==> config.mk <==
export PLATFORM = sky130hd
export DESIGN_NAME = ssc_standby
export DESIGN_NICKNAME = d
export VERILOG_FILES = /design/src/hw/ssc_pkg.sv /design/src/hw/ssc_gain_scale.sv /design/src/hw/ssc_noise_gate.sv /design/src/hw/ssc_standby.sv
export SDC_FILE = /design/constraint.sdc
export NUM_CORES = 1
export LEC_CHECK = 0
export ABC_CLOCK_PERIOD_IN_PS = 7770
export BUFFER_PORTS_ARGS = -buffer_cell sky130_fd_sc_hd__buf_2
export CORE_ASPECT_RATIO = 0.6
export CORE_MARGIN = 5
export CORE_UTILIZATION = 30
export DETAILED_ROUTE_END_ITERATION = 16
export GPL_TIMING_DRIVEN = 0
export MAX_ROUTING_LAYER = met4
export PLACE_DENSITY = 0.47
export SYNTH_ARGS = -nofsm -noshare
export SYNTH_HDL_FRONTEND = slang
export SYNTH_HIERARCHICAL = 1
export SYNTH_SLANG_ARGS = --single-unit
==> constraint.sdc <==
create_clock -name ref_clk -period 7.77 [get_ports ref_clk]
set_input_delay 0.3885 -clock ref_clk [delete_from_list [all_inputs] [get_ports ref_clk]]
set_output_delay 0.3885 -clock ref_clk [all_outputs]
set_load 0.02 [all_outputs]
==> src/hw/ssc_pkg.sv <==
// constants for the standby sensing configuration block
package ssc_pkg;
    localparam logic [7:0] ADDR_NOISE_RATIO = 8'h38;
    localparam logic [7:0] ADDR_STBY_CHAN   = 8'h40;
    localparam logic [7:0] ADDR_STBY_CFG    = 8'h41;
    localparam logic [7:0] ADDR_STBY_GAIN   = 8'h42;

    localparam logic [7:0] RST_NOISE_RATIO  = 8'h01;
    localparam logic [7:0] RST_STBY_CHAN    = 8'h00;
    localparam logic [7:0] RST_STBY_CFG     = 8'h39;
    localparam logic [7:0] RST_STBY_GAIN    = 8'h02;

    localparam logic [7:0] MASK_NOISE_RATIO = 8'h03;
    localparam logic [7:0] MASK_STBY_CHAN   = 8'h3F;
    localparam logic [7:0] MASK_STBY_CFG    = 8'hFF;
    localparam logic [7:0] MASK_STBY_GAIN   = 8'h07;

    localparam int CFG_ACC_BIT    = 7;
    localparam int CFG_COUNT_MSB  = 6;
    localparam int CFG_COUNT_LSB  = 4;
    localparam int CFG_STIME_MSB  = 3;
    localparam int CFG_STIME_LSB  = 2;
    localparam int CFG_PERIOD_MSB = 1;
    localparam int CFG_PERIOD_LSB = 0;

    localparam int NUM_INPUTS     = 6;
    localparam int RAW_W          = 16;
    localparam int SUM_W          = 23;
    localparam int TIME_W         = 26;

    localparam int CLK_PERIOD_NS  = 100;
    localparam int SAMPLE_UNIT_NS = 320000;
    localparam int CYCLE_UNIT_NS  = 35000000;
    localparam int SAMPLE_UNIT_CYC = SAMPLE_UNIT_NS / CLK_PERIOD_NS;
    localparam int CYCLE_UNIT_CYC  = CYCLE_UNIT_NS / CLK_PERIOD_NS;

    typedef enum logic [1:0] {
        SSC_OFF    = 2'b00,
        SSC_SAMPLE = 2'b01,
        SSC_IDLE   = 2'b11
    } ssc_state_t;
endpackage : ssc_pkg

==> src/hw/ssc_gain_scale.sv <==
// scales a combined raw count into an 8-bit delta count by gain code
`timescale 1ns/100ps
`default_nettype none
module ssc_gain_scale (
    input  wire logic [ssc_pkg::SUM_W-1:0] raw,
    input  wire logic [2:0]                gain,
    output logic      [7:0]                delta
);
    logic [ssc_pkg::SUM_W:0] wide_w;

    // msb weight is 64 raw counts at code 0, doubling per code up to 8192
    assign wide_w = {raw, 1'b0} >> gain;
    assign delta  = (|wide_w[ssc_pkg::SUM_W:8]) ? 8'hFF : wide_w[7:0];
endmodule : ssc_gain_scale
`default_nettype wire

==> src/hw/ssc_noise_gate.sv <==
// decides whether one sample may feed recalibration
`timescale 1ns/100ps
`default_nettype none
module ssc_noise_gate (
    input  wire logic [7:0] delta,
    input  wire logic [6:0] touch_thr,
    input  wire logic [1:0] ratio,
    input  wire logic       filter_disable,
    output logic            use_sample
);
    function automatic logic [7:0] noise_level(input logic [6:0] t, input logic [1:0] r);
        logic [7:0] q;
        logic [7:0] e;
        logic [7:0] h;
        q = {3'h0, t[6:2]};
        e = {4'h0, t[6:3]};
        h = {2'h0, t[6:1]};
        unique case (r)
            2'b00: noise_level = q;
            2'b01: noise_level = q + e;
            2'b10: noise_level = h;
            2'b11: noise_level = h + e;
        endcase
    endfunction : noise_level

    logic [7:0] level_w;
    logic       spike_w;

    assign level_w    = noise_level(touch_thr, ratio);
    assign spike_w    = (delta > level_w) && (delta <= {1'b0, touch_thr});
    assign use_sample = filter_disable || !spike_w;
endmodule : ssc_noise_gate
`default_nettype wire

==> src/hw/ssc_standby.sv <==
// standby sensing configuration registers and standby measurement sequencer
`timescale 1ns/100ps
`default_nettype none
module ssc_standby #(
    parameter int SAMPLE_UNIT = ssc_pkg::SAMPLE_UNIT_CYC,
    parameter int CYCLE_UNIT  = ssc_pkg::CYCLE_UNIT_CYC
) (
    input  wire logic                        ref_clk,
    input  wire logic                        rst_b,
    input  wire logic [7:0]                  reg_addr,
    input  wire logic                        reg_wr_en,
    input  wire logic [7:0]                  reg_wdata,
    input  wire logic                        reg_rd_en,
    output logic      [7:0]                  reg_rdata_q,
    input  wire logic                        standby_active,
    input  wire logic [6:0]                  standby_threshold,
    input  wire logic                        noise_filter_disable,
    input  wire logic [ssc_pkg::RAW_W-1:0]   sample_raw,
    output logic                             meas_run_q,
    output logic      [2:0]                  meas_chan_q,
    output logic                             low_power_q,
    output logic                             result_valid_q,
    output logic      [2:0]                  result_chan_q,
    output logic      [7:0]                  result_delta_q,
    output logic      [5:0]                  touch_q,
    output logic                             recal_valid_q,
    output logic      [ssc_pkg::RAW_W-1:0]   recal_sample_q
);
    localparam logic [2:0] NO_CHAN = 3'h7;
    localparam logic [ssc_pkg::TIME_W-1:0] S_UNIT = ssc_pkg::TIME_W'(SAMPLE_UNIT);
    localparam logic [ssc_pkg::TIME_W-1:0] C_UNIT = ssc_pkg::TIME_W'(CYCLE_UNIT);

    // first enabled input at or above index from, or none
    function automatic logic [2:0] next_chan(input logic [5:0] ena, input logic [3:0] from);
        next_chan = NO_CHAN;
        for (int i = ssc_pkg::NUM_INPUTS - 1; i >= 0; i--) begin
            if (ena[i] && (4'(i) >= from)) begin
                next_chan = 3'(i);
            end
        end
    endfunction : next_chan

    logic [7:0]                  noise_ratio_q;
    logic [7:0]                  chan_ena_q;
    logic [7:0]                  cfg_q;
    logic [7:0]                  gain_q;
    logic [5:0]                  act_ena_q;
    logic [7:0]                  act_cfg_q;
    logic [2:0]                  act_gain_q;
    ssc_pkg::ssc_state_t         state_q;
    ssc_pkg::ssc_state_t         state_d;
    logic [ssc_pkg::TIME_W-1:0]  cyc_q;
    logic [ssc_pkg::TIME_W-1:0]  tmr_q;
    logic [7:0]                  smp_cnt_q;
    logic [ssc_pkg::SUM_W-1:0]   sum_q;

    // register decode
    logic       wr_noise_w;
    logic       wr_chan_w;
    logic       wr_cfg_w;
    logic       wr_gain_w;
    logic [7:0] rd_mux_w;

    assign wr_noise_w = reg_wr_en && (reg_addr == ssc_pkg::ADDR_NOISE_RATIO);
    assign wr_chan_w  = reg_wr_en && (reg_addr == ssc_pkg::ADDR_STBY_CHAN);
    assign wr_cfg_w   = reg_wr_en && (reg_addr == ssc_pkg::ADDR_STBY_CFG);
    assign wr_gain_w  = reg_wr_en && (reg_addr == ssc_pkg::ADDR_STBY_GAIN);
    assign rd_mux_w   = (reg_addr == ssc_pkg::ADDR_NOISE_RATIO) ? noise_ratio_q :
                        (reg_addr == ssc_pkg::ADDR_STBY_CHAN)   ? chan_ena_q :
                        (reg_addr == ssc_pkg::ADDR_STBY_CFG)    ? cfg_q :
                        (reg_addr == ssc_pkg::ADDR_STBY_GAIN)   ? gain_q : 8'h00;

    always_ff @(posedge ref_clk or negedge rst_b) begin
        if (!rst_b) begin
            noise_ratio_q <= ssc_pkg::RST_NOISE_RATIO;
            chan_ena_q    <= ssc_pkg::RST_STBY_CHAN;
            cfg_q         <= ssc_pkg::RST_STBY_CFG;
            gain_q        <= ssc_pkg::RST_STBY_GAIN;
            reg_rdata_q   <= 8'h00;
        end else begin
            if (wr_noise_w) noise_ratio_q <= reg_wdata & ssc_pkg::MASK_NOISE_RATIO;
            if (wr_chan_w)  chan_ena_q    <= reg_wdata & ssc_pkg::MASK_STBY_CHAN;
            if (wr_cfg_w)   cfg_q         <= reg_wdata & ssc_pkg::MASK_STBY_CFG;
            if (wr_gain_w)  gain_q        <= reg_wdata & ssc_pkg::MASK_STBY_GAIN;
            if (reg_rd_en)  reg_rdata_q   <= rd_mux_w;
        end
    end

    // timing decode from the active snapshot
    logic [ssc_pkg::TIME_W-1:0] samp_len_w;
    logic [ssc_pkg::TIME_W-1:0] period_w;
    logic [7:0]                 num_samp_w;
    logic [2:0]                 count_code_w;

    assign count_code_w = act_cfg_q[ssc_pkg::CFG_COUNT_MSB:ssc_pkg::CFG_COUNT_LSB];
    assign num_samp_w   = 8'h01 << count_code_w;
    assign samp_len_w   = S_UNIT << act_cfg_q[ssc_pkg::CFG_STIME_MSB:ssc_pkg::CFG_STIME_LSB];
    assign period_w     = ssc_pkg::TIME_W'(C_UNIT *
                          ({24'h0, act_cfg_q[ssc_pkg::CFG_PERIOD_MSB:ssc_pkg::CFG_PERIOD_LSB]}
                           + 26'h1));

    // sequencing events
    logic       samp_done_w;
    logic       last_samp_w;
    logic [2:0] nxt_w;
    logic [2:0] first_w;
    logic       period_over_w;
    logic       cyc_start_w;

    assign samp_done_w   = (state_q == ssc_pkg::SSC_SAMPLE) && (tmr_q == samp_len_w - 26'h1);
    assign last_samp_w   = samp_done_w && (smp_cnt_q == num_samp_w - 8'h01);
    assign nxt_w         = next_chan(act_ena_q, {1'b0, meas_chan_q} + 4'h1);
    assign first_w       = next_chan(chan_ena_q[5:0], 4'h0);
    assign period_over_w = (cyc_q >= period_w - 26'h1);
    // a new cycle starts after idle time, or right after sampling that ran long
    assign cyc_start_w   = standby_active && ((state_q == ssc_pkg::SSC_OFF) ||
                           ((state_q == ssc_pkg::SSC_IDLE) && period_over_w) ||
                           (last_samp_w && nxt_w == NO_CHAN && period_over_w));

    always_comb begin
        state_d = state_q;
        if (!standby_active) begin
            state_d = ssc_pkg::SSC_OFF;
        end else if (cyc_start_w) begin
            state_d = (first_w == NO_CHAN) ? ssc_pkg::SSC_IDLE : ssc_pkg::SSC_SAMPLE;
        end else if (last_samp_w && nxt_w == NO_CHAN) begin
            state_d = ssc_pkg::SSC_IDLE;
        end
    end

    // combined result and per-sample scaling
    logic [ssc_pkg::SUM_W-1:0] sum_d_w;
    logic [ssc_pkg::SUM_W-1:0] comb_w;
    logic [7:0]                comb_delta_w;
    logic [7:0]                samp_delta_w;
    logic                      use_w;

    assign sum_d_w = sum_q + {7'h00, sample_raw};
    assign comb_w  = act_cfg_q[ssc_pkg::CFG_ACC_BIT] ? sum_d_w : (sum_d_w >> count_code_w);

    ssc_gain_scale u_comb_gain (
        .raw   (comb_w),
        .gain  (act_gain_q),
        .delta (comb_delta_w)
    );

    ssc_gain_scale u_samp_gain (
        .raw   ({7'h00, sample_raw}),
        .gain  (act_gain_q),
        .delta (samp_delta_w)
    );

    ssc_noise_gate u_noise (
        .delta          (samp_delta_w),
        .touch_thr      (standby_threshold),
        .ratio          (noise_ratio_q[1:0]),
        .filter_disable (noise_filter_disable),
        .use_sample     (use_w)
    );

    always_ff @(posedge ref_clk or negedge rst_b) begin
        if (!rst_b) begin
            state_q    <= ssc_pkg::SSC_OFF;
            act_ena_q  <= 6'h00;
            act_cfg_q  <= ssc_pkg::RST_STBY_CFG;
            act_gain_q <= ssc_pkg::RST_STBY_GAIN[2:0];
        end else begin
            state_q <= state_d;
            if (cyc_start_w) begin
                act_ena_q  <= chan_ena_q[5:0];
                act_cfg_q  <= cfg_q;
                act_gain_q <= gain_q[2:0];
            end
        end
    end

    always_ff @(posedge ref_clk or negedge rst_b) begin
        if (!rst_b) begin
            cyc_q       <= '0;
            tmr_q       <= '0;
            smp_cnt_q   <= 8'h00;
            sum_q       <= '0;
            meas_chan_q <= 3'h0;
        end else if (cyc_start_w) begin
            cyc_q       <= '0;
            tmr_q       <= '0;
            smp_cnt_q   <= 8'h00;
            sum_q       <= '0;
            meas_chan_q <= first_w;
        end else begin
            cyc_q <= period_over_w ? cyc_q : cyc_q + 26'h1;
            if (samp_done_w) begin
                tmr_q <= '0;
                if (last_samp_w) begin
                    smp_cnt_q   <= 8'h00;
                    sum_q       <= '0;
                    meas_chan_q <= nxt_w;
                end else begin
                    smp_cnt_q <= smp_cnt_q + 8'h01;
                    sum_q     <= sum_d_w;
                end
            end else if (state_q == ssc_pkg::SSC_SAMPLE) begin
                tmr_q <= tmr_q + 26'h1;
            end
        end
    end

    // status and result outputs
    always_ff @(posedge ref_clk or negedge rst_b) begin
        if (!rst_b) begin
            meas_run_q     <= 1'b0;
            low_power_q    <= 1'b0;
            result_valid_q <= 1'b0;
            result_chan_q  <= 3'h0;
            result_delta_q <= 8'h00;
            touch_q        <= 6'h00;
            recal_valid_q  <= 1'b0;
            recal_sample_q <= '0;
        end else begin
            meas_run_q     <= (state_d == ssc_pkg::SSC_SAMPLE);
            low_power_q    <= (state_d == ssc_pkg::SSC_IDLE);
            result_valid_q <= last_samp_w;
            recal_valid_q  <= samp_done_w && use_w;
            if (samp_done_w) begin
                recal_sample_q <= sample_raw;
            end
            if (!standby_active) begin
                touch_q <= 6'h00;
            end
            if (last_samp_w) begin
                result_chan_q  <= meas_chan_q;
                result_delta_q <= comb_delta_w;
                touch_q[meas_chan_q] <= (comb_delta_w > {1'b0, standby_threshold});
            end
        end
    end
endmodule : ssc_standby
`default_nettype wire
## Yosys cells after proc, flatten, opt, wreduce, memory -nomap -nowiden

Index checks and enable logic that the tools add are counted.
Widths: inputs -> output; s select.

- Add/subtract/negate cells: 11
- $mul: 1
- Div/mod/pow operators: 0
- $lt $le $gt $ge: 12
- Equal/unequal tests: 16
- Shift-type cells: 5
- Muxes and demuxes: 43
- Bitwise operators: 0
- Reductions and logical operators: 31

Operators by type and width:

| operator | count |
|---|---|
| $mux 26 | 5 |
| $mux 23 | 4 |
| $mux 8 | 8 |
| $add 26x1->26 const B | 2 |
| $mux 3 | 12 |
| $pmux 8 s4 | 1 |
| $reduce_or 16->1 | 2 |
| $eq 26x26->1 | 1 |
| $ge 26x26->1 | 1 |
| $shl 12x2->26 const A | 1 |
| $sub 26x1->26 const B | 1 |
| $eq 8x7->1 const B | 3 |
| $shr 17x3->24 | 1 |
| $shr 24x3->24 | 1 |
| $add 23x16->23 | 1 |
| $shr 23x3->23 | 1 |
| $sub 22x1->23 const B | 1 |
| $logic_and 1x1->1 | 19 |
| $mul 15x3->18 const A | 1 |
| $mux 2 | 8 |
| $mux 6 | 2 |
| $add 8x1->8 const B | 1 |
| $eq 2x2->1 const B | 4 |
| $eq 8x6->1 const B | 1 |
| 27 further kinds | 37 |

- Register bits: 169
- Bits in latches: 0
- Memory bits (writable): 0
- Bits in read-only memories: 0
- Output and inout port bits: 48
- Memories: 0

## Depth between registers and ports, before layout

- Depth in word-level cells: 17
- Depth in mapped cells: 27

## By module

The synthesis kept the hierarchy.

By module, submodules not included:

| module | instances | cells each | area an instance (um^2) |
|---|---|---|---|
| ssc_standby | 1 | 1162 | 10737.8 |
| ssc_gain_scale | 2 | 58 | 456.7 |
| ssc_noise_gate | 1 | 90 | 788.3 |

## Worst setup path after synthesis

Ideal clock, no wire load.

- Kind: input port to flip-flop
- Start point: in sample_raw[0] (netlist bit)
- End point: reg touch_q[0]
- Library setup time: 133 ps
- Data arrival time: 5304 ps
- Setup slack: 2334 ps
- Stages on the path: 25
- Cell sequence: ha_1 inv_1 fa_1 nor2b_1 o2111ai_1 a21oi_1 nor3_1 nor2_1 xor2_1 mux4_2 a221o_1 mux4_2 nand4b_4 o22ai_1 nand2_1 ha_1 nor2b_1 o21a_1 o21a_1 o21a_1 o21a_1 o21a_1 o22a_1 nor2_1 o21ai_0

- Word-level cells in the longest chain between the ends: 9

RTL lines:

| what | RTL line | source |
|---|---|---|
| from (decl) | ssc_standby.sv:18 | `input wire logic [ssc_pkg::RAW_W-1:0] sample_raw,` |
| $add 23x16->23 * | ssc_standby.sv:138 | `assign sum_d_w = sum_q + {7'h00, sample_raw};` |
| $shr 23x3->23 | ssc_standby.sv:139 | `assign comb_w = act_cfg_q[ssc_pkg::CFG_ACC_BIT] ? sum_d_w : (sum_d_w >> count_code_w);` |
| $mux 23 * | ssc_standby.sv:139 |  |
| named net comb_w (one bit) | ssc_standby.sv:133 | `logic [ssc_pkg::SUM_W-1:0] comb_w;` |
| $shr 24x3->24 * | ssc_gain_scale.sv:12 | `assign wide_w = {raw, 1'b0} >> gain;` |
| $reduce_or 16->1 | ssc_gain_scale.sv:13 | `assign delta = (\|wide_w[ssc_pkg::SUM_W:8]) ? 8'hFF : wide_w[7:0];` |
| $mux 8 * | ssc_gain_scale.sv:13 |  |
| named net comb_delta_w[1] | ssc_standby.sv:134 | `logic [7:0] comb_delta_w;` |
| $gt 8x7->1 * | ssc_standby.sv:233 | `touch_q[meas_chan_q] <= (comb_delta_w > {1'b0, standby_threshold});` |
| $bwmux 6 * | ssc_standby.sv:233 |  |
| $mux 6 * | ssc_standby.sv:230 | `if (last_samp_w) begin` |
| to (signal, indexed assignment) | ssc_standby.sv:233 |  |
| to (decl) | ssc_standby.sv:25 | `output logic [5:0] touch_q,` |

The timed path passes the listed nets; every way through them passes the cells marked *.
A chain may end at the register's enable or synchronous reset.

## Worst setup path in the final report

- Start point: reg sum_q[0] (netlist bit)
- End point: reg touch_q[5]

- Word-level cells in the longest chain between the ends: 9

RTL lines:

| what | RTL line | source |
|---|---|---|
| from (decl) | ssc_standby.sv:55 | `logic [ssc_pkg::SUM_W-1:0] sum_q;` |
| from (signal assigned) | ssc_standby.sv:200 | `sum_q <= sum_d_w;` |
| $add 23x16->23 * | ssc_standby.sv:138 |  |
| $shr 23x3->23 | ssc_standby.sv:139 |  |
| $mux 23 * | ssc_standby.sv:139 |  |
| named net comb_w (one bit) | ssc_standby.sv:133 |  |
| $shr 24x3->24 * | ssc_gain_scale.sv:12 |  |
| $reduce_or 16->1 | ssc_gain_scale.sv:13 |  |
| $mux 8 * | ssc_gain_scale.sv:13 |  |
| named net comb_delta_w[1] | ssc_standby.sv:134 |  |
| $gt 8x7->1 * | ssc_standby.sv:233 |  |
| $bwmux 6 * | ssc_standby.sv:233 |  |
| $mux 6 * | ssc_standby.sv:230 |  |

Marked as above.

==> metrics.txt <==
CP Class flip-flop to flip-flop; DRT Pass-1 Iters 8; Leak 6.28 nW; final worst clock skew 12.1 ps; Max-Slew Margin vs Limit 18.2%; drt wl/cell 18.4 µm; post-CTS setup buffer count 0; hold slack -42.1 ps; most frequent cell after synthesis dfrtp_1; area of the multi-input gates 0.00766 mm²; max incr delay on CP 1030 ps; via/cell ratio 5.19; CTS resizes 0; largest net degree at the start of global routing 104; Pins Over Slew Limit 0; TritonCTS clock tree done; failing checks hold timing; Clock Path Buffers 2; CORE AREA 0.0407 mm²; register area share after synthesis 34.1%; # DRC 0; Final setup viols 0; nets 1,616; Root Buffer Master clkbuf_16; fin crit period 6820 ps; Hold/Removal Path Class input port to asynchronous set/reset pin; total CTS buffers 17; top post-synthesis cells by count 158 x dfrtp_1, 147 x nand2_1, 116 x nor2_1, 82 x ha_1, 67 x a21oi_1; number of diodes 0; Die X 273 µm; row cnt 57; Critical R2R Launch sum_q[0]$_DFFE_PN0P_; Clk pin slew, worst setup/hold paths 80 ps; Final Cycle Share 87.8%; DP HPWL 29,200 µm; Worst Path Required 8080 ps; Critical Path Most Common Cell o21a_1; initial antenna violation count 1; initial DRC count 1,074; status finished with violations; htree depth 4; Post-synth top flop dfrtp_1; later-pin clock latency in the skew report 460 ps; Cell variety after synth 84; asr flop ratio synth 100%; yosys warns 6; CP Launch Type flip-flop; number of hold buffers added after cts 0; ANT nets after route 0; flops & latches, synth 169; total power 2.42 mW; netlist area before placement 0.0124 mm²; Starting Density 30.5%; global-route wire length before repair 59,600 µm; Yosys top cell by area dfrtp_1; arrival time at the worst endpoint 7130 ps; crit path max fanout 8; Storage cell area 0.00424 mm²; detailed-route wire length 37,800 µm; clock sinks 169; Ports 93; I/O Buffers 92; Die ar. 0.0458 mm²; vias post-DR 10.7k; Final Hold Fails 19; Sum Neg Setup Slack 0 ps; vias in the first global route 9,874; RSZ-0062 raised after global routing no; grt ovf 0; area grow syn2layout 14.4%; slowest CP cell a211oi_1; Die Ht 168 µm; pwr dens 170 mW/mm²; Total Routing Usage GR 16.8%; layout cells sized above 1 16.1%; number of synthesized flops with an enable pin 0; Worst IR Drop VDD 0.0965 mV; Max Freq 0.147 GHz; cell count after synthesis 1,368; CP Cell Sequence ha_1, inv_1, fa_1, nor2b_1, o2111ai_1, a21oi_1, nor3_1, nor2_1, a211oi_1, mux4_2, o22ai_1, nor4_1, o2111a_1, nand2_1, ha_1, nor2b_1, o21a_1, o21a_1, o21a_1, o21a_1, o21a_1, o22a_1, nor2_1, o21ai_0; Max-Cap Viols 0; Synth top area share 31.8%; Placer Congestion 0.904; crit end category flip-flop; Worst setup startpoint sum_q[0]$_DFFE_PN0P_; top cells by area, synth dfrtp_1 32%, ha_1 8.2%, mux2i_1 4.6%, nand2_1 4.4%, mux2_2 4.2%; Filler cells 4,187; Avg Inst Size Synth 9.09 µm²; Worst-Margin Slew 1220 ps
==> area by class of cell <==
type / count / area share [%]
sequential: 169 / 29.8
clock buffer: 20 / 3.21
multi-input combinational: 1081 / 53.8
timing repair buffer: 93 / 3.50
tap: 560 / 4.92
inverter: 66 / 1.74
buffer: 58 / 2.17
clock inverter: 12 / 0.835
==> layer usage <==
metal	GRT usage [%]	part of all wire (%)
met5	-	0
met4	3.61	1.0
met3	2.79	5.8
met2	19.9	36
met1	28.3	58
==> path summary, 6_finish.rpt <==
| check | cells past startpoint | slack [ps] | endpoint |
|---|---|---|---|
| hold / removal | 1 | -40 | recal_sample_q[14]$_DFFE_PN0P_ |
| setup reg to reg | 24 | 950 | touch_q[5]$_DFF_PN0_ |
| min in group ref_clk | 3 | 180 | recal_sample_q[0]$_DFFE_PN0P_ |
| max in group asynchronous | 2 | 6880 | act_cfg_q[4]$_DFFE_PN1N_ |
| hold reg to reg | 2 | 460 | recal_sample_q[8]$_DFFE_PN0P_ |
| setup / recovery | 24 | 950 | touch_q[5]$_DFF_PN0_ |
==> critical path: cells and delay by family (launching register included) <==
family                   cells  cell delay, ps
AO/OA/AOI/OAI               12            3280
multiplexers                 1             490
buffers and inverters        1              70
flip-flops                   1             400
adder cells (fa/ha/maj)      3             740
AND/OR/NAND/NOR              7            1650
==> metrics by stage <==
| stage | std cells | hold WS, ps | area (µm²) | util, % | setup WS [ps] |
|---|---|---|---|---|---|
| floorplan | 1374 | 92.9 | 12500 | - | 2330 |
| global placement | 2026 | 444 | 13600 | 33.5 | 961 |
| detailed placement | 2027 | 451 | 13700 | 33.5 | 963 |
| CTS | 2059 | 4.85 | 14200 | 35.0 | 1080 |
| global route | 2059 | 42.9 | 14200 | 35.0 | 444 |
| finish | 2059 | -42.1 | 14200 | 35.0 | 950 |
==> state kept, by name, indices dropped and copies added, names as in the netlist, 3 cells and up <==
register and count:
meas_chan_q 3, cyc_q 26, sum_q 23, gain_q 3, smp_cnt_q 8, touch_q 6, cfg_q 8, reg_rdata_q 8
tmr_q 26, act_ena_q 6, result_delta_q 8, chan_ena_q 6, act_gain_q 3, act_cfg_q 8, recal_sample_q 16, result_chan_q 3
==> cell usage in the layout (no fill, tap or decap), drive strengths merged, types with 19 or more instances in the layout <==
cell type | synthesis | routed
xor2 | 27 | 27
xnor2 | 50 | 50
ha | 82 | 82
inv | 65 | 66
a21oi | 69 | 69
mux2 | 49 | 49
clkbuf | 29 | 49
and2 | 19 | 19
nand3 | 54 | 54
mux2i | 57 | 57
nand2 | 147 | 147
nor2 | 116 | 116
dfrtp | 158 | 158
o21ai | 74 | 74
nor3 | 20 | 20
buf | 29 | 122
==> power by group <==
part,internal (mW),switching [mW],leakage [nW],total (mW)
logic,0.225,0.352,3.81,0.576
clock network,0.461,0.399,0.273,0.860
registers,0.924,0.0622,2.20,0.986
total,1.61,0.812,6.28,2.42
==> cells by family (layout without fill, tap and decap cells) <==
logic type	Yosys count	after routing	share of synthesized area (%)
flops	169	169	34.1
mux	119	119	11.4
fa+ha+maj	85	85	8.73
compound gates	316	316	17.0
xor+xnor	77	77	5.42
buf+inv	124	249	4.48
other cells	1	7	0.0301
simple gates	477	477	18.8
Note: power is estimated with default switching activity, not from simulation.
